===== src/fault_ctl_regs.vh =====
// register offsets, fields, reset values and timing counts for the fault/inhibit/trigger block
`ifndef FAULT_CTL_REGS_VH
`define FAULT_CTL_REGS_VH
`define CLK_HZ          40000000
`define RELAY_PULSE_MS  1000
`define BLINK_MS        250
`define DEBOUNCE_US     1000
`define OFF_CTRL        8'h00
`define OFF_STATUS      8'h04
`define OFF_ARM         8'h08
`define OFF_SETPOINT    8'h0C
`define OFF_HEATER      8'h10
`define OFF_IRQ_STAT    8'h14
`define OFF_IRQ_MASK    8'h18
`define CTRL_HW_FAULT   0
`define CTRL_OP_FAULT   1
`define CTRL_CLR_HW     2
`define CTRL_CLR_INH    3
`define IRQ_HW          0
`define IRQ_OP          1
`define IRQ_INH         2
`define IRQ_ARM_RAMP_COMMAND        3
`define IRQ_HEAT_REJ    4
`define HEATER_MIN_MA   8'h0A
`define HEATER_MAX_MA   8'h7D
`define HEATER_RST_MA   8'h0A
`define SETP_RST        20'h00000
`endif


===== src/fault_inhibit_trigger_control.v =====
// fault relay, remote shutdown and ramp trigger control with axi4-lite registers
//
// Our own choices: the AXI4-Lite register port and the register offsets.
`timescale 1ns/100ps
`include "fault_ctl_regs.vh"
module fault_inhibit_trigger_control #(
	parameter SP_W        = 20,
	parameter PULSE_TICKS = `CLK_HZ / 1000 * `RELAY_PULSE_MS,
	parameter BLINK_TICKS = `CLK_HZ / 1000 * `BLINK_MS,
	parameter DEB_TICKS   = `CLK_HZ / 1000000 * `DEBOUNCE_US
) (
	// clock and reset
	input  wire            clk,
	input  wire            rst,
	// axi4-lite slave
	input  wire [7:0]      s_axi_awaddr,
	input  wire            s_axi_awvalid,
	output wire            s_axi_awready,
	input  wire [31:0]     s_axi_wdata,
	input  wire [3:0]      s_axi_wstrb,
	input  wire            s_axi_wvalid,
	output wire            s_axi_wready,
	output wire [1:0]      s_axi_bresp,
	output reg             s_axi_bvalid,
	input  wire            s_axi_bready,
	input  wire [7:0]      s_axi_araddr,
	input  wire            s_axi_arvalid,
	output wire            s_axi_arready,
	output reg  [31:0]     s_axi_rdata,
	output wire [1:0]      s_axi_rresp,
	output reg             s_axi_rvalid,
	input  wire            s_axi_rready,
	// digital i/o pins
	input  wire            shutdown_n,
	input  wire            ramp_start_n,
	output reg             fault_relay,
	output reg             fault_led,
	output wire            arm_ramp_command_out_o,
	output wire            arm_ramp_command_out_oe,
	// toward the ramp generator and heater source, plus the irq line
	output reg  [SP_W-1:0] current_setpoint,
	output reg             ramp_start,
	output reg  [7:0]      switch_heater_output,
	output wire            irq
);

////////////////////////////////////////////////////////////////////////////////
// pin synchronisers and debounce

reg [1:0] sd_sync_reg;
reg [1:0] tr_sync_reg;
reg       sd_clean_reg;
reg       tr_clean_reg;
// wide counters so any debounce span fits at this clock
reg [31:0] sd_cnt_reg;
reg [31:0] tr_cnt_reg;
reg        sd_prev_reg;
reg        tr_prev_reg;

always @(posedge clk) begin
	if (rst) begin
		sd_sync_reg  <= 2'h3;
		tr_sync_reg  <= 2'h3;
		sd_clean_reg <= 1'b1;
		tr_clean_reg <= 1'b1;
		sd_cnt_reg   <= 32'h0;
		tr_cnt_reg   <= 32'h0;
		sd_prev_reg  <= 1'b1;
		tr_prev_reg  <= 1'b1;
	end else begin
		sd_sync_reg <= {sd_sync_reg[0], shutdown_n};
		tr_sync_reg <= {tr_sync_reg[0], ramp_start_n};
		sd_prev_reg <= sd_clean_reg;
		tr_prev_reg <= tr_clean_reg;
		// a level must hold a whole debounce time before it counts
		if (sd_sync_reg[1] == sd_clean_reg) begin
			sd_cnt_reg <= 32'h0;
		end else if (sd_cnt_reg >= DEB_TICKS - 1) begin
			sd_clean_reg <= sd_sync_reg[1];
			sd_cnt_reg   <= 32'h0;
		end else begin
			sd_cnt_reg <= sd_cnt_reg + 32'h1;
		end
		if (tr_sync_reg[1] == tr_clean_reg) begin
			tr_cnt_reg <= 32'h0;
		end else if (tr_cnt_reg >= DEB_TICKS - 1) begin
			tr_clean_reg <= tr_sync_reg[1];
			tr_cnt_reg   <= 32'h0;
		end else begin
			tr_cnt_reg <= tr_cnt_reg + 32'h1;
		end
	end
end

// both inputs idle high (pull-up outside); low means active
wire sd_active = ~sd_clean_reg;
wire sd_fall   = sd_prev_reg & ~sd_clean_reg;
wire tr_fall   = tr_prev_reg & ~tr_clean_reg;

// trigger output has no function: never driven
assign arm_ramp_command_out_o  = 1'b0;
assign arm_ramp_command_out_oe = 1'b0;

////////////////////////////////////////////////////////////////////////////////
// axi4-lite slave: one write, one read at a time

reg        aw_got_reg;
reg        w_got_reg;
reg [7:0]  aw_addr_reg;
reg [31:0] w_data_reg;
reg [3:0]  w_strb_reg;

assign s_axi_awready = ~aw_got_reg & ~s_axi_bvalid;
assign s_axi_wready  = ~w_got_reg & ~s_axi_bvalid;
assign s_axi_arready = ~s_axi_rvalid;
assign s_axi_bresp   = 2'h0;
assign s_axi_rresp   = 2'h0;

// write effects act at the edge that sees both halves held
wire       wr_fire = aw_got_reg & w_got_reg;
wire [31:0] wd     = w_data_reg;
wire       wr_ctrl = wr_fire & (aw_addr_reg == `OFF_CTRL) & w_strb_reg[0];
wire       wr_arm  = wr_fire & (aw_addr_reg == `OFF_ARM);
wire       wr_heat = wr_fire & (aw_addr_reg == `OFF_HEATER) & w_strb_reg[0];
wire       wr_istat = wr_fire & (aw_addr_reg == `OFF_IRQ_STAT) & w_strb_reg[0];
wire       wr_imask = wr_fire & (aw_addr_reg == `OFF_IRQ_MASK) & w_strb_reg[0];

always @(posedge clk) begin
	if (rst) begin
		aw_got_reg   <= 1'b0;
		w_got_reg    <= 1'b0;
		aw_addr_reg  <= 8'h00;
		w_data_reg   <= 32'h0;
		w_strb_reg   <= 4'h0;
		s_axi_bvalid <= 1'b0;
	end else begin
		if (s_axi_awvalid & s_axi_awready) begin
			aw_got_reg  <= 1'b1;
			aw_addr_reg <= {s_axi_awaddr[7:2], 2'b00};
		end
		if (s_axi_wvalid & s_axi_wready) begin
			w_got_reg  <= 1'b1;
			w_data_reg <= s_axi_wdata;
			w_strb_reg <= s_axi_wstrb;
		end
		if (wr_fire) begin
			aw_got_reg   <= 1'b0;
			w_got_reg    <= 1'b0;
			s_axi_bvalid <= 1'b1;
		end else if (s_axi_bvalid & s_axi_bready) begin
			s_axi_bvalid <= 1'b0;
		end
	end
end

////////////////////////////////////////////////////////////////////////////////
// fault relay and indicator

reg        hw_fault_reg;
reg        op_active_reg;
reg [31:0] pulse_cnt_reg;
reg        blink_reg;
reg [31:0] blink_cnt_reg;
reg        inh_fault_reg;

wire       hw_set  = wr_ctrl & wd[`CTRL_HW_FAULT];
wire       hw_clr  = wr_ctrl & wd[`CTRL_CLR_HW];
wire       op_set  = wr_ctrl & wd[`CTRL_OP_FAULT];
wire       inh_clr = wr_ctrl & wd[`CTRL_CLR_INH];

// latched hardware fault; a new fault beats a clear
always @(posedge clk) begin
	if (rst) begin
		hw_fault_reg <= 1'b0;
	end else if (hw_set) begin
		hw_fault_reg <= 1'b1;
	end else if (hw_clr) begin
		hw_fault_reg <= 1'b0;
	end
end

// operational fault: 1 s relay pulse, retriggers
always @(posedge clk) begin
	if (rst) begin
		op_active_reg <= 1'b0;
		pulse_cnt_reg <= 32'h0;
	end else if (op_set) begin
		op_active_reg <= 1'b1;
		pulse_cnt_reg <= 32'h0;
	end else if (op_active_reg) begin
		if (pulse_cnt_reg >= PULSE_TICKS - 1) begin
			op_active_reg <= 1'b0;
		end else begin
			pulse_cnt_reg <= pulse_cnt_reg + 32'h1;
		end
	end
end

// free-running blink; its phase is not tied to the fault event
always @(posedge clk) begin
	if (rst) begin
		blink_reg     <= 1'b0;
		blink_cnt_reg <= 32'h0;
	end else if (blink_cnt_reg >= BLINK_TICKS - 1) begin
		blink_cnt_reg <= 32'h0;
		blink_reg     <= ~blink_reg;
	end else begin
		blink_cnt_reg <= blink_cnt_reg + 32'h1;
	end
end

// shutdown fault, also at power-up; a low input beats the clear
always @(posedge clk) begin
	if (rst) begin
		inh_fault_reg <= 1'b0;
	end else if (sd_active) begin
		inh_fault_reg <= 1'b1;
	end else if (inh_clr) begin
		inh_fault_reg <= 1'b0;
	end
end

always @(posedge clk) begin
	if (rst) begin
		fault_relay <= 1'b0;
		fault_led   <= 1'b0;
	end else begin
		fault_relay <= hw_fault_reg | op_active_reg;
		// steady light outranks blinking
		fault_led   <= hw_fault_reg | ((op_active_reg | inh_fault_reg) & blink_reg);
	end
end

////////////////////////////////////////////////////////////////////////////////
// trigger arming, setpoint and shutdown

reg            armed_reg;
reg [SP_W-1:0] armed_sp_reg;
reg            heat_rej_reg;

// an edge during shutdown is dropped, not queued; the arming survives it
wire           arm_ramp_command_fire = armed_reg & tr_fall & ~sd_active;
wire           heat_ok   = (wd[7:0] >= `HEATER_MIN_MA) && (wd[7:0] <= `HEATER_MAX_MA)
	&& (wd[31:8] == 24'h0);

// arming only via command that brings a setpoint
always @(posedge clk) begin
	if (rst) begin
		armed_reg    <= 1'b0;
		armed_sp_reg <= `SETP_RST;
	end else if (wr_arm) begin
		armed_reg    <= 1'b1;
		armed_sp_reg <= wd[SP_W-1:0];
	end else if (arm_ramp_command_fire) begin
		armed_reg <= 1'b0;
	end
end

// shutdown zeroes setpoint only; discharge is up to the output stage
always @(posedge clk) begin
	if (rst) begin
		current_setpoint <= `SETP_RST;
		ramp_start       <= 1'b0;
	end else begin
		ramp_start <= ~wr_arm & arm_ramp_command_fire;
		if (sd_active) begin
			current_setpoint <= {SP_W{1'b0}};
		end else if (~wr_arm & arm_ramp_command_fire) begin
			current_setpoint <= armed_sp_reg;
		end
	end
end

// out-of-range heater values leave the setting alone and raise a flag
always @(posedge clk) begin
	if (rst) begin
		switch_heater_output <= `HEATER_RST_MA;
		heat_rej_reg         <= 1'b0;
	end else begin
		heat_rej_reg <= wr_heat & ~heat_ok;
		if (wr_heat & heat_ok) begin
			switch_heater_output <= wd[7:0];
		end
	end
end

////////////////////////////////////////////////////////////////////////////////
// interrupts: sticky, write one to clear, set wins

// one-cycle events stay visible until software clears them
reg  [4:0] irq_stat_reg;
reg  [4:0] irq_mask_reg;
wire [4:0] irq_ev;

assign irq_ev[`IRQ_HW]       = wr_ctrl & wd[`CTRL_HW_FAULT];
assign irq_ev[`IRQ_OP]       = wr_ctrl & wd[`CTRL_OP_FAULT];
assign irq_ev[`IRQ_INH]      = sd_fall;
assign irq_ev[`IRQ_ARM_RAMP_COMMAND]     = ramp_start;
assign irq_ev[`IRQ_HEAT_REJ] = heat_rej_reg;
assign irq = |(irq_stat_reg & irq_mask_reg);

always @(posedge clk) begin
	if (rst) begin
		irq_stat_reg <= 5'h00;
		irq_mask_reg <= 5'h00;
	end else begin
		irq_stat_reg <= (irq_stat_reg & ~(wr_istat ? wd[4:0] : 5'h00)) | irq_ev;
		if (wr_imask) begin
			irq_mask_reg <= wd[4:0];
		end
	end
end

////////////////////////////////////////////////////////////////////////////////
// read path

// read data is caught at the address handshake; later changes need a new read
reg [31:0] rd_mux;

always @* begin
	case ({s_axi_araddr[7:2], 2'b00})
	`OFF_CTRL:     rd_mux = 32'h0;
	`OFF_STATUS:   rd_mux = {26'h0, inh_fault_reg, sd_active, armed_reg,
		op_active_reg, hw_fault_reg, fault_relay};
	`OFF_ARM:      rd_mux = {{(32-SP_W){1'b0}}, armed_sp_reg};
	`OFF_SETPOINT: rd_mux = {{(32-SP_W){1'b0}}, current_setpoint};
	`OFF_HEATER:   rd_mux = {24'h0, switch_heater_output};
	`OFF_IRQ_STAT: rd_mux = {27'h0, irq_stat_reg};
	`OFF_IRQ_MASK: rd_mux = {27'h0, irq_mask_reg};
	default:       rd_mux = 32'h0;
	endcase
end

always @(posedge clk) begin
	if (rst) begin
		s_axi_rvalid <= 1'b0;
		s_axi_rdata  <= 32'h0;
	end else if (s_axi_arvalid & s_axi_arready) begin
		s_axi_rvalid <= 1'b1;
		s_axi_rdata  <= rd_mux;
	end else if (s_axi_rvalid & s_axi_rready) begin
		s_axi_rvalid <= 1'b0;
	end
end

endmodule // fault_inhibit_trigger_control


===== config.mk =====
export PLATFORM = sky130hd
export DESIGN_NAME = fault_inhibit_trigger_control
export DESIGN_NICKNAME = d
export VERILOG_FILES = /design/src/fault_inhibit_trigger_control.v
export VERILOG_INCLUDE_DIRS = /design/src
export SDC_FILE = /design/constraint.sdc
export NUM_CORES = 1
export LEC_CHECK = 0
export BUFFER_PORTS_ARGS = -buffer_cell sky130_fd_sc_hd__buf_2
export CELL_PAD_IN_SITES_DETAIL_PLACEMENT = 1
export CELL_PAD_IN_SITES_GLOBAL_PLACEMENT = 1
export CORE_ASPECT_RATIO = 0.8
export CORE_MARGIN = 4
export CORE_UTILIZATION = 47
export DETAILED_ROUTE_END_ITERATION = 10
export PLACE_DENSITY = 0.95
export RECOVER_POWER = 50
export SYNTH_ARGS = -nofsm -noshare
export SYNTH_HDL_FRONTEND = slang
export SYNTH_SLANG_ARGS = --single-unit

===== constraint.sdc =====
create_clock -name clk -period 3.3 [get_ports clk]
set_clock_uncertainty 0.05 [all_clocks]
set_input_delay 0.495 -clock clk [delete_from_list [all_inputs] [get_ports clk]]
set_output_delay 0.495 -clock clk [all_outputs]
set_load 0.005 [all_outputs]

# Word-level counts from Yosys, hierarchy flattened
# Cells that the tools add are included.
dict set report word_totals {
  ff_bits 278
  out_inout_bits 75
}
dict set report op_classes {
  n_addsub 4
  order_cmp 6
  eq_ne 13
  muxes 15
  bitwise_logic 48
  n_reduce_logical 18
}
# op count
set ops {}
lappend ops {{adder 32 x 1 -> 32 bit (second input constant)} 4}
lappend ops {{one-hot mux 20 bit (6 select lines)} 1}
lappend ops {{>= comparator 32 x 16 -> 1 bit (second input constant)} 2}
lappend ops {{equality test 6 x 3 -> 1 bit (second input constant)} 6}
lappend ops {{>= comparator 32 x 24 -> 1 bit (second input constant)} 1}
lappend ops {{>= comparator 32 x 26 -> 1 bit (second input constant)} 1}
lappend ops {{bitwise AND 1 bit} 29}
lappend ops {{zero test 24 bit} 1}
lappend ops {{equality test 6 x 2 -> 1 bit (second input constant)} 3}
lappend ops {{2-to-1 mux 1 bit} 13}
lappend ops {{NOT 1 bit} 12}
lappend ops {{bitwise AND 5 bit} 2}
lappend ops {{>= comparator 8 x 4 -> 1 bit (second input constant)} 1}
lappend ops {{less-or-equal comparator 8 x 7 -> 1 bit (second input constant)} 1}
lappend ops {{zero test 8 bit} 1}
lappend ops {{nonzero test 2 bit} 4}
lappend ops {{OR reduction 2 bit} 4}
lappend ops {{equality test 6 x 1 -> 1 bit (second input constant)} 1}
lappend ops {{AND reduction 2 bit} 3}
lappend ops {{OR reduction 3 bit} 2}
lappend ops {{2-to-1 mux 5 bit} 1}
lappend ops {{NOT 5 bit} 1}
lappend ops {{bitwise OR 5 bit} 1}
lappend ops {{OR reduction 5 bit} 1}
lappend ops {{other kinds (4)} 8}

# Logic depth before layout (Yosys ltp)
# Gate-level depths: netlist of the first run.
dict set report logic_depth {
  depth_word 7
  depth_mapped 7
  ltp_nobuf 6
}

# Least setup slack after synthesis of the first run
# No wires, ideal clock.
dict set report synth_timing {
  path_type {reg2reg}
  startpoint {register pulse_cnt_reg[2]}
  endpoint {register pulse_cnt_reg[11]}
  setup_time_ns 0.070
  t_arrival_ns 1.951
  t_required_ns 3.180
  setup_slack_ns 1.230
  path_stages_with_launch 7
  path_buffers 1
  period_less_slack_ns 2.070
  cell_sequence {dfxtp_1 -> nand3_2 -> or2_4 -> or4_1 -> buf_2 -> or4_1 -> a21oi_1}
}
dict set report synth_between {
  elab_chain_len 3
  word_cells_on_any_way 4
}
# item line
set synth_lines {}
lappend synth_lines {{from (decl)} fault_inhibit_trigger_control.v:161} ;# reg [31:0] pulse_cnt_reg;
lappend synth_lines {{from (signal assigned)} fault_inhibit_trigger_control.v:194} ;# pulse_cnt_reg <= pulse_cnt_reg + 32'h1;
lappend synth_lines {{>= comparator 32 x 26 -> 1 bit} fault_inhibit_trigger_control.v:191} ;# if (pulse_cnt_reg >= PULSE_TICKS - 1) begin
lappend synth_lines {{NOT 1 bit (no source line)} n/a}
lappend synth_lines {{AND reduction 2 bit (no source line)} n/a}
# Parallel ways exist; a longest one is shown, timed or not.
# A chain may end at the register's enable or synchronous reset.

# Final worst setup path of the first run
dict set report layout_timing {
  startpoint {register w_data_reg[9]}
  endpoint {register switch_heater_output[2]}
}
dict set report layout_between {
  elab_chain_len 3
}
# item line
set layout_lines {}
lappend layout_lines {{from (decl)} fault_inhibit_trigger_control.v:110} ;# reg [31:0] w_data_reg;
lappend layout_lines {{from (signal assigned)} fault_inhibit_trigger_control.v:143} ;# w_data_reg <= s_axi_wdata;
lappend layout_lines {{zero test 24 bit} fault_inhibit_trigger_control.v:244} ;# && (wd[31:8] == 24'h0);
lappend layout_lines {{logical AND 1 bit} fault_inhibit_trigger_control.v:243} ;# wire heat_ok = (wd[7:0] >= `HEATER_MIN_MA) && (wd[7:0] <= `HEATER_MAX_MA)
lappend layout_lines {{bitwise AND 1 bit} fault_inhibit_trigger_control.v:281} ;# if (wr_heat & heat_ok) begin
lappend layout_lines {{to (signal assigned)} fault_inhibit_trigger_control.v:277} ;# switch_heater_output <= `HEATER_RST_MA;
lappend layout_lines {{to (signal assigned)} fault_inhibit_trigger_control.v:282} ;# switch_heater_output <= wd[7:0];
lappend layout_lines {{to (decl)} fault_inhibit_trigger_control.v:43} ;# output reg [7:0] switch_heater_output,
# No other way between the ends.

==> results.md, run 1 <==
Clock network:
- After clock tree synthesis, the setup repair step added 0 buffers.
- Counting the buffers created by CTS gives 27.
- The quantity of hold-fixing buffers added after cts is 0.
- The clock latency at the later pin of the worst-skew pair is 0.55 ns.
- The post-cts gate resize count is 0.
- The worst-case clock buffer depth is 3.
- The total number of H-tree levels is 1.
- CTS placed an instance of clkbuf_16 at the clock tree root.
- The register clock-pin slew on the reported worst setup and hold paths is 0.06 ns.
- TritonCTS built the clock tree.
- The number of clock sinks is ~270.

Die:
- The number of top-level pins is around 140.
- The number of rows in the core area is between 40 and 50.
- For this configuration, the core starts out at a cell density of 48.32%.
- The vertical die dimension is 141.9 um.
- The overall die width is 175.4 um.
- The floorplan step defined a die boundary enclosing ~0.025 sq mm.
- The core region is around 0.022 sq mm.

Pwr:
- VDD sags by at most between 0.3 and 0.4 mV.
- Dividing total power by cell area gives a power density of 573.8 mW/mm^2.
- In this run the static leakage power is between 0.004 and 0.005 uW.
- Power comes to about 7100 uW.

Outcome:
- The checks that failed: max-capacitance violations, max-slew violations.
- The flow ran to the end, but the final reports show violations.

Timing:
- The worst pin sits at a relative slew slack of -26.01%.
- For the pin with the worst max-slew slack, the measured transition is about 1.9 ns.
- The number of pins with negative max-slew slack in the final report is 92.
- Setup repair after global routing left no endpoint under its margin.
- The final hold violation count is 0.
- The maximum achievable frequency is between 0.3 and 0.4 GHz.
- In the final timing run, aggregate negative setup slack is 0 ns.
- Setup violations remaining at the end of the flow were counted as 0.
- Of the available clock period, the critical path in the final layout requires approximately 86%.
- The worst path needs roughly 2.8 ns of the cycle, external delays included.

Global routing:
- The via count of the first global-routing pass is between 10000 and 15000.
- The global-route usage over all layers is between 20% and 30%.
- The first global-routing pass estimated a little under 60 mm of wire.
- The initial antenna violation count came to 2.
- The maximum number of pins on one net before global-route repair is a little over 90.
- Global routing finished with a remaining overflow of 0.

Worst setup path:
- The peak per-stage delay on the critical path is 0.80 ns.
- In this run the critical register-to-register path is launched from w_data_reg[9].
- Data on the critical path arrives at its endpoint at 3.23 ns.
- The largest individual stage delay along the critical path comes from the cell a2111oi_0.
- The number of buffers and inverters on the critical path is 0.
- The critical-path maximum fanout is 8.
- The kind of cell adding the most delay to the critical path is simple AND/OR/NAND/NOR gates.
- Traced cell by cell, the critical path runs through nor4_1, nand4_1, a2111oi_0, and3b_1, mux2i_1.
- At the worst endpoint, the required time is ~3.7 ns.
- The kind of critical path is reg2reg.
- The worst register-to-register path has a depth of 5.
- The worst setup path startpoint is w_data_reg[9].
- STA classifies the critical path endpoint as a flop.
- The critical path runs through a total of 5 cells.
- The startpoint kind of the worst setup timing path is a flop.

Logic synthesis:
- The cell with the most instances after synthesis is dfxtp_1.
- After synthesis, the most frequently instantiated cells are dfxtp_1 (266), nand2_1 (180), nor2_1 (136).
- Dividing the synthesized area by the synthesized cell count gives approximately 8.8 sq um.
- In the synthesized netlist the async set-or-reset flop fraction comes to 0%.
- In the post-synthesis netlist, the biggest area contributors are dfxtp_1 (51%), nand2_1 (6.4%), a21oi_1 (5.7%).
- The fraction of post-synthesis cell area in the top cell type by area is 50.55%.
- The synthesis-stage register bit count is 266.
- After synthesis, flip-flops and latches occupy 50.55% of the total area.
- In the synthesized netlist the dominant register cell turns out to be dfxtp_1.
- The synthesized instance count is 1198.
- The synthesized design contains 0 enable-type register cells.
- The count of different cell masters after synthesis is 65.
- For this run, the number of Yosys warnings is 0.
- Summing every instance area after synthesis gives ~0.011 sq mm.
- The biggest area consumer among synthesized cells is dfxtp_1.

Hold path:
- The worst hold path stage count is 2.
- The hold path startpoint is ramp_start_n.
- The class of the worst hold path is in2reg.

Detailed routing:
- The number of DRC markers after the initial detailed-route iteration is roughly 760.
- The remaining number of nets flagged by the antenna check after routing is 0.
- After detailed routing, the number of remaining DRC violations is 0.
- In the routed layout, each cell is associated on average with a via count of 5.923.
- The total via count in the routed design is approximately 9800.
- The detailed-route wire length is around 37 mm.
- The routed wire length per instance is 22.18 um.
- The number of detailed-route iterations in the first pass is 5.

Final layout:
- The area taken by flip-flops and latches is approximately 0.0053 sq mm.
- The area growth from synthesis to layout is 17.04%.
- The ratio of cells with drive above 1 in the final layout is a little over a tenth.
- Fill cells in the final layout number between 2000 and 3000.
- At the end of the flow, the number of nets in the layout was ~1400.
- In the final layout, the multi-input gates occupy around 0.005 sq mm.

Placement:
- After legalization and detailed placement, the total HPWL measured ~22 mm.
- The count of input and output buffers is 110.
- The final weighted congestion in routability-driven placement is around 0.84.

Run:
- Across the run, the number of max-cap violations was 1.
[layer usage]
layer  share of wire [%]  vias to the layer above  track usage [%]
li1                    -                     4354                -
met1                  40                     4840            33.88
met2                  50                      442            51.04
met3                 5.6                      152            4.928
met4                 5.1                        2            13.80
met5               0.033                        -                0
[power breakdown]
part | switching (uW) | internal (uW)
Combinational | 203 | 94.8
Clock | 1370 | 2060
Sequential | 64.5 | 3280
[worst paths after layout]
| check | end | slack (ns) |
|---|---|---|
| max | switch_heater_output[2] | 0.47 |
| min | tr_sync_reg[0] | 0.08 |
| min reg2reg | tr_sync_reg[1] | 0.37 |
| max reg2reg | switch_heater_output[2] | 0.47 |
[logic make-up (layout without fill, tap and decap cells)]
logic type / count (synthesis) / in the layout / share of synthesized area [%]
AND/OR/NAND/NOR: 532 / 532 / 24.31
flip-flops: 266 / 266 / 50.55
multiplexers: 60 / 60 / 5.713
adder cells (fa/ha/maj): 4 / 4 / 0.4751
buffers and inverters: 93 / 190 / 4.027
AO/OA/AOI/OAI: 193 / 193 / 10.81
other: 1 / 59 / 0.03560
XOR/XNOR: 49 / 49 / 4.074
[cell usage in the layout, fill, tap and decap left out, types with 6 or more instances in the layout]
cell type  count
bufinv_16      6
o31ai_1        9
nand4_1       19
o21ai_0       21
xnor2_1       26
inv_1         19
a22oi_1        7
xor2_1        23
or3_1         13
clkinv_2       8
and2_1        11
nor3_1        29
or2_2         11
nand3_1       39
nor4_1        24
conb_1        58
or4_1         13
a21oi_1      119
buf_4          8
and3_1        15
buf_2         63
mux2i_1       59
dfxtp_1      266
nand2_1      180
clkbuf_16     27
nor2_1       136
clkbuf_1      51
[worst register-to-register path, stage by stage (launching register included)]
cell and delay (ns):
dfxtp_1 0.35, nor4_1 0.36, nand4_1 0.20, a2111oi_0 0.80
and3b_1 0.66, mux2i_1 0.33
[stage by stage]
stage	area, sq um	hold WS, ns	utilization (%)	instances	setup slack [ns]
final	12330	0.08096	56.55	1653	0.4736
after global routing	12330	0.08323	56.55	1653	0.2994
after CTS	12410	0.06963	56.92	1652	0.5499
after detailed placement	11430	0.3545	52.42	1603	0.7426
after floorplan	10750	0.3395	-	1255	1.230
after global placement	11430	0.3441	52.42	1603	0.8884
[cell type report]
type | count | area share (%)
inverters | 19 | 0.5784
clock inverters | 17 | 1.999
multi-input cells | 896 | 40.60
diodes | 1 | 0.02030
clock buffers | 32 | 5.957
flip-flops and latches | 266 | 43.19
repair buffers | 122 | 4.607
well taps | 300 | 3.044
Power figures use the tool's default switching activity.
==> inputs of run 2 (changes only) <==
--- a/config.mk
+++ b/config.mk
@@ -11,9 +11,9 @@
 export CELL_PAD_IN_SITES_GLOBAL_PLACEMENT = 1
 export CORE_ASPECT_RATIO = 0.8
 export CORE_MARGIN = 4
-export CORE_UTILIZATION = 47
+export CORE_UTILIZATION = 34
 export DETAILED_ROUTE_END_ITERATION = 10
-export PLACE_DENSITY = 0.95
+export PLACE_DENSITY = 0.74
 export RECOVER_POWER = 50
 export SYNTH_ARGS = -nofsm -noshare
 export SYNTH_HDL_FRONTEND = slang
==> results.md, run 2 (same netlist as run 1, synthesis figures left out) <==
Timing:
- The final-report setup violation count is 0 (unchanged).
- The transition time at the pin with the least slew margin is 1.800 ns (-0.08972 ns).
- The maximum achievable frequency is 0.3718 GHz (+5.1%).
- The final critical delay including setup and external delays is 2.689 ns (-0.1369 ns).
- Setup repair after global routing left no endpoint under its margin.
- The aggregate negative setup slack was 0 ns (unchanged).
- The final clock period utilization by the worst path is 81.50% (-4.1 points).
- The number of pins with negative max-slew slack in the final report came to 89 (-3.3%).
- The remaining max-slew budget at the tightest pin was -20.03% (+6.0 points).
- The final hold violation count was 0 (unchanged).

Placement:
- The cell count after placement came to 1718 (+7.2%).
- The detailed placement HPWL is 20.30 mm (-6.3%).
- The final weighted congestion in routability-driven placement is 0.7838 (-6.5%).
- The count of input and output buffers is 110 (unchanged).

Clock network:
- The number of CTS-inserted buffers was 26 (-3.7%).
- The clock latency at the later pin of the worst-skew pair is 0.55 ns (about the same).
- The number of clock sinks is 266 (unchanged).
- The quantity of hold-fixing buffers added after cts is 0 (unchanged).
- The total number of H-tree levels came to 1 (unchanged).
- The TritonCTS clock tree is done.
- The worst-case clock buffer depth is 3 (unchanged).
- The total setup buffers inserted after CTS is 0 (unchanged).
- The post-cts gate resize count came to 0 (unchanged).
- The master cell of the clock root buffer is clkbuf_16.
- The register clock-pin slew on the reported worst setup and hold paths is 0.07 ns (about the same).

Detailed routing:
- The number of detailed-route iterations in the first pass is 4 (-1).
- The count of unresolved DRC violations after routing is 0 (unchanged).
- The via-per-instance ratio came to 4.967 (-16%).
- The detailed-route wire length is 28.33 mm (-23%).
- The routed wire length per instance is 16.04 um (-28%).
- The remaining number of nets flagged by the antenna check after routing is 0 (unchanged).
- The total via count in the routed design was 8777 (-10%).
- The number of DRC markers after the initial detailed-route iteration came to 377 (-51%).

Worst setup path:
- The critical-path maximum fanout is 16 (+8).
- The slack of the worst reg-to-reg path came to 0.61 ns (+0.14 ns).
- The cell type of the slowest stage on the worst timing path is nor4_1.
- The data arrival at the endpoint of the critical path is 3.07 ns (-0.16 ns).
- The required time reported for the critical path endpoint is 3.68 ns (-0.03 ns).
- STA classifies the critical path startpoint as a flop.
- The signal on the critical path passes through or3b_2, nor4_1, a21o_1, buf_4, a21oi_1.
- The worst-case reg-to-reg path depth was 5 (unchanged).
- In this run the critical register-to-register path is launched from w_strb_reg[0].
- The peak per-stage delay on the critical path was 0.76 ns (-0.04 ns).
- The worst register-to-register path ends at pulse_cnt_reg[18].
- The worst setup path is captured at a flop.
- The kind of critical path is reg2reg.

Global routing:
- The maximum number of pins on one net before global-route repair is 89 (-3.3%).
- The initial antenna violation count is 5 (+3).
- The global-route usage over all layers came to 16.44% (-12 points).
- The via count of the first global-routing pass is 9059 (-13%).
- The remaining global-route overflow is 0 (unchanged).
- The global-route wire length before repair came to 46.31 mm (-20%).

Pwr:
- The areal power density over the cells is 545.0 mW/mm^2 (-5.0%).
- The switching power came to 1521 uW (-7.0%).
- The portion of total power attributed to combinational logic is 4.1% (about the same).
- The net switching fraction of the power came to 22.49% (-0.62 points).
- The internal power was 5242 uW (-3.6%).
- The clock share of power is 46.6% (-1.9 points).
- The leakage power figure came to 0.004359 uW (-1.4%).
- The share of power burned in registers is 49.3% (+2.0 points).
- The worst supply voltage drop on vdd was 0.3876 mV (+21%).

Final layout:
- The synthesis-to-layout area growth is 17.80%.
- The final cell count without fillers is 1767 (+6.9%).
- The number of fillers in the final layout was 3635 (+41%).
- The number of nets in the finished design is 1398 (+0.072%).
- Leaving out fill and tap cells, the most frequent cell in the layout is dfxtp_1.
- The ratio of cells with drive above 1 in the final layout is 10.20% (-0.67 points).
- The library cells used most frequently in the layout, excluding fill and tap cells, are dfxtp_1 (266), nand2_1 (180), nor2_1 (136).

Hold path:
- The worst hold path stage count is 2 (unchanged).
- The path with the worst hold slack has its endpoint at tr_sync_reg[0].
- In this run the most critical hold path is launched from ramp_start_n.
- The class of the worst hold path is in2reg.

Outcome:
- The flow ran to the end, but the final reports show violations.
- The checks that failed: max-capacitance violations, max-slew violations.

Die:
- The vertical die dimension came to 165.4 um (+17%).
- The number of rows in the core area came to 57 (+19%).
- The overall die width came to 204.8 um (+17%).
- The number of top-level pins came to 136 (unchanged).
- The core box area is 0.03045 sq mm (+40%).
- The initial core utilization was 34.59% (-14 points).
- The die footprint is 0.03388 sq mm (+36%).

Run:
- The max-cap violation count is 1 (unchanged).
-- run 2: cell types whose count changed in the layout (fill, tap and decap cells not counted), sizes merged --
cell and change:
clkbuf +11, bufinv -3, clkinvlp +1, inv -2
buf -5, clkinv -1
-- run 2: through the flow --
step | power, uW | worst slack (ns) | utilization (%) | instance area (sq um) | hold WS [ns]
after floorplan | 3581 | 1.230 | - | 10750 | 0.3395
after global placement | 3677 | 0.8873 | 38.04 | 11580 | 0.3641
after detailed placement | 3688 | 0.7594 | 38.04 | 11580 | 0.3670
after CTS | 6848 | 0.7343 | 41.05 | 12500 | 0.05251
after global routing | 7028 | 0.2953 | 40.75 | 12410 | 0.05489
final | 6763 | 0.6105 | 40.75 | 12410 | 0.07353
-- run 2: layout make-up --
type,count,area [sq um],area share [%]
clock inverter,12,148.9,1.200
tap,413,516.7,4.164
timing repair buffer,124,570.5,4.598
multi-input combinational,896,5006,40.34
clock buffer,36,768.2,6.191
antenna,1,2.502,0.02017
sequential,266,5325,42.91
inverter,19,71.32,0.5747
-- run 2: worst max-delay path, delay by kind of cell (launching register included) --
family,cells,cell delay [ns]
flip-flops,1,0.37
AO/OA/AOI/OAI,2,0.64
AND/OR/NAND/NOR,2,1.25
buffers and inverters,1,0.26
-- run 2: how the worst max path moves through the flow --
stage | end | slack (ns) | cells after the start | startpoint
5_1_grt | pulse_cnt_reg[31] | 0.30 | 4 | w_strb_reg[0]
6_report | pulse_cnt_reg[18] | 0.61 | 5 | w_strb_reg[0]
3_5_place_dp | pulse_cnt_reg[14] | 0.76 | 5 | pulse_cnt_reg[26]
2_1_floorplan | pulse_cnt_reg[11] | 1.23 | 6 | pulse_cnt_reg[2]
3_3_place_gp | pulse_cnt_reg[14] | 0.89 | 5 | pulse_cnt_reg[26]
4_1_cts | pulse_cnt_reg[14] | 0.73 | 5 | pulse_cnt_reg[26]
-- run 2: layer usage --
metal	track usage, %	wire length [um]	up-vias
met3	3.358	1305	48
li1	-	-	4353
met1	22.15	13320	4249
met5	0	60	-
met2	27.78	13220	119
met4	3.044	436	8
-- run 2: power groups by stage --
stage	clock network, uW	logic, uW	registers (uW)
finish	3150	276	3330
global route	3370	315	3340
CTS	3230	281	3340
detailed placement	0	280	3410
global placement	0	274	3400
floorplan	0	197	3380
==> inputs of run 3 (changes only) <==
==> constraint.sdc (replaced) <==
create_clock -name clk -period 2.65 [get_ports clk]
set_clock_uncertainty 0.05 [all_clocks]
set_input_delay 0.3975 -clock clk [delete_from_list [all_inputs] [get_ports clk]]
set_output_delay 0.3975 -clock clk [all_outputs]
set_load 0.005 [all_outputs]
==> results.md, run 3 (same netlist as run 1, synthesis figures left out) <==
Timing:
- The remaining max-slew budget at the tightest pin is -12.43% (+7.6 points).
- The maximum achievable frequency is 0.4222 GHz (+14%).
- The final critical delay including setup and external delays was 2.369 ns (-0.3208 ns).
- Setup repair after global routing left no endpoint under its margin.
- The final clock period utilization by the worst path was 89.38% (+7.9 points).
- The final hold violation count is 0 (unchanged).
- The transition time at the pin with the least slew margin was 1.686 ns (-0.1140 ns).
- The number of pins with negative max-slew slack in the final report is 83 (-6.7%).
- The worst slack on hold paths is 0.02761 ns (-0.04592 ns).
- The aggregate negative setup slack came to 0 ns (unchanged).
- The final-report setup violation count is 0 (unchanged).

Final layout:
- The synthesis-to-layout area growth is 18.40%.
- The final cell count without fillers is 1781 (+0.79%).
- The library cells used most frequently in the layout, excluding fill and tap cells, are dfxtp_1 (266), nand2_1 (180), nor2_1 (136).
- The leading cell type in the layout, fill and taps excluded is dfxtp_1.
- The multi-input gate area in the final layout is 0.005006 sq mm (unchanged).
- The number of nets in the finished design is 1412 (+1.0%).
- The area taken by flip-flops and latches is 0.005325 sq mm (unchanged).
- The ratio of cells with drive above 1 in the final layout is 10.46% (+0.26 points).
- The number of fillers in the final layout is 3678 (+1.2%).

Global routing:
- The remaining global-route overflow is 0 (unchanged).
- The via count of the first global-routing pass is 9000 (-0.65%).
- The initial antenna violation count is 7 (+2).
- The global-route wire length before repair is 45.43 mm (-1.9%).
- The maximum number of pins on one net before global-route repair is 83 (-6.7%).
- The global-route usage over all layers is 16.04% (-0.40 points).

Die:
- The die footprint is 0.03388 sq mm (unchanged).
- The core box area was 0.03045 sq mm (unchanged).
- The overall die width was 204.8 um (unchanged).
- The number of rows in the core area is 57 (unchanged).
- The vertical die dimension is 165.4 um (unchanged).
- The initial core utilization is 34.59% (unchanged).
- The number of top-level pins came to 136 (unchanged).

Placement:
- The count of input and output buffers was 110 (unchanged).
- The cell count after placement was 1728 (+0.58%).
- The final weighted congestion in routability-driven placement is 0.7736 (-1.3%).
- The detailed placement HPWL was 19.66 mm (-3.1%).

Detailed routing:
- The via-per-instance ratio came to 4.928 (-0.79%).
- The remaining number of nets flagged by the antenna check after routing is 0 (unchanged).
- The total via count in the routed design came to 8777 (unchanged).
- The number of DRC markers after the initial detailed-route iteration is 410 (+8.8%).
- The routed wire length per instance is 15.49 um (-3.4%).
- The count of unresolved DRC violations after routing is 0 (unchanged).
- The detailed-route wire length is 27.58 mm (-2.7%).
- The number of detailed-route iterations in the first pass is 7 (+3).

Clock network:
- The total number of H-tree levels is 1 (unchanged).
- The post-cts gate resize count is 0 (unchanged).
- The worst-case clock buffer depth came to 3 (unchanged).
- TritonCTS built the clock tree.
- The tree is rooted in a clkbuf_16.
- The clock latency at the later pin of the worst-skew pair is 0.55 ns (about the same).
- The number of clock sinks is 266 (unchanged).
- The register clock-pin slew on the reported worst setup and hold paths is 0.06 ns (about the same).
- The number of CTS-inserted buffers is 27 (+3.8%).

Pwr:
- The leakage power figure is 0.004393 uW (+0.78%).
- The areal power density over the cells came to 660.3 mW/mm^2 (+21%).
- The worst supply voltage drop on vdd is 0.4350 mV (+12%).

Worst setup path:
- The cell type of the slowest stage on the worst timing path is or4_1.
- The slack of the worst reg-to-reg path is 0.28 ns (-0.33 ns).
- The most numerous cell type found on the critical path is or4_1.
- The data arrival at the endpoint of the critical path is 2.79 ns (-0.28 ns).
- The kind of cell adding the most delay to the critical path is simple AND/OR/NAND/NOR gates.
- The critical path goes through nor4_1, nand3_1, or4_1, or4_1, a21oi_1.
- The peak per-stage delay on the critical path is 0.64 ns (-0.12 ns).
- The critical-path maximum fanout is 10 (-6).
- The critical path is of the reg2reg type.
- The count of buffering cells on the critical path with inverters included was 0 (-1).
- STA classifies the critical path endpoint as a flop.
- The required time reported for the critical path endpoint is 3.07 ns (-0.61 ns).
- STA classifies the critical path startpoint as a flop.

Outcome:
- The run finished, with violations left.
- The final reports fail on max-capacitance violations, max-slew violations.

Hold path:
- The min-delay analysis places its worst path in the category in2reg.

Run:
- The max-cap violation count is 1 (unchanged).
-- run 3: cell types whose count changed in the layout (fill, tap and decap cells not counted), sizes merged --
| cell | delta |
|---|---|
| dlygate4sd3 | +3 |
| clkinvlp | -1 |
| bufinv | -3 |
| buf | +10 |
| clkinv | -5 |
| inv | +1 |
| clkbuf | +9 |
-- run 3: metrics by stage --
step	cell area (sq um)	setup slack, ns	power, uW	util, %
after floorplan	10750	0.5797	4460	-
after global placement	11660	0.3577	4585	38.28
after detailed placement	11660	0.3064	4595	38.28
after CTS	12560	0.2888	8344	41.23
after global routing	12470	0.1409	8573	40.95
final	12470	0.2813	8236	40.95
-- run 3: worst register-to-register path, cell delays in order, from the launching register on --
cell	delay, ns
dfxtp_1	0.31
nor4_1	0.41
nand3_1	0.19
or4_1	0.64
or4_1	0.54
a21oi_1	0.16
-- run 3: final timing paths --
path,startpoint,to,cells past startpoint
max reg2reg,pulse_cnt_reg[26],pulse_cnt_reg[11],5
max,pulse_cnt_reg[26],pulse_cnt_reg[11],5
min,s_axi_wdata[10],w_data_reg[10],3
min reg2reg,sd_sync_reg[0],sd_sync_reg[1],1
-- run 3: repair_timing --
item,4_1_cts,5_1_grt
hold endpoints to repair,3,0
buffers inserted,0,0
hold buffers,3,0
-- run 3: where the power goes --
group          leakage [uW]  total (uW)  internal (uW)  switching (uW)
clock              0.000430        3730           2140            1590
combinational       0.00180         354            127             228
sequential          0.00217        4150           4090            61.0
-- run 3: area by class of cell --
cell class | instances | area share [%]
timing repair buffer | 137 | 5.467
clock inverter | 4 | 0.2809
sequential | 266 | 42.70
inverter | 19 | 0.5718
multi-input combinational | 896 | 40.14
antenna | 1 | 0.02006
clock buffer | 45 | 6.681
tap | 413 | 4.143
-- run 3: routing by layer --
metal	up-vias	routed length, um	share of wire (%)	track usage [%]
li1	4379	-	-	-
met1	4234	13150	48	21.78
met2	113	12930	47	26.99
met3	41	1048	3.8	3.397
met4	10	384	1.4	2.527
met5	-	67	0.24	0
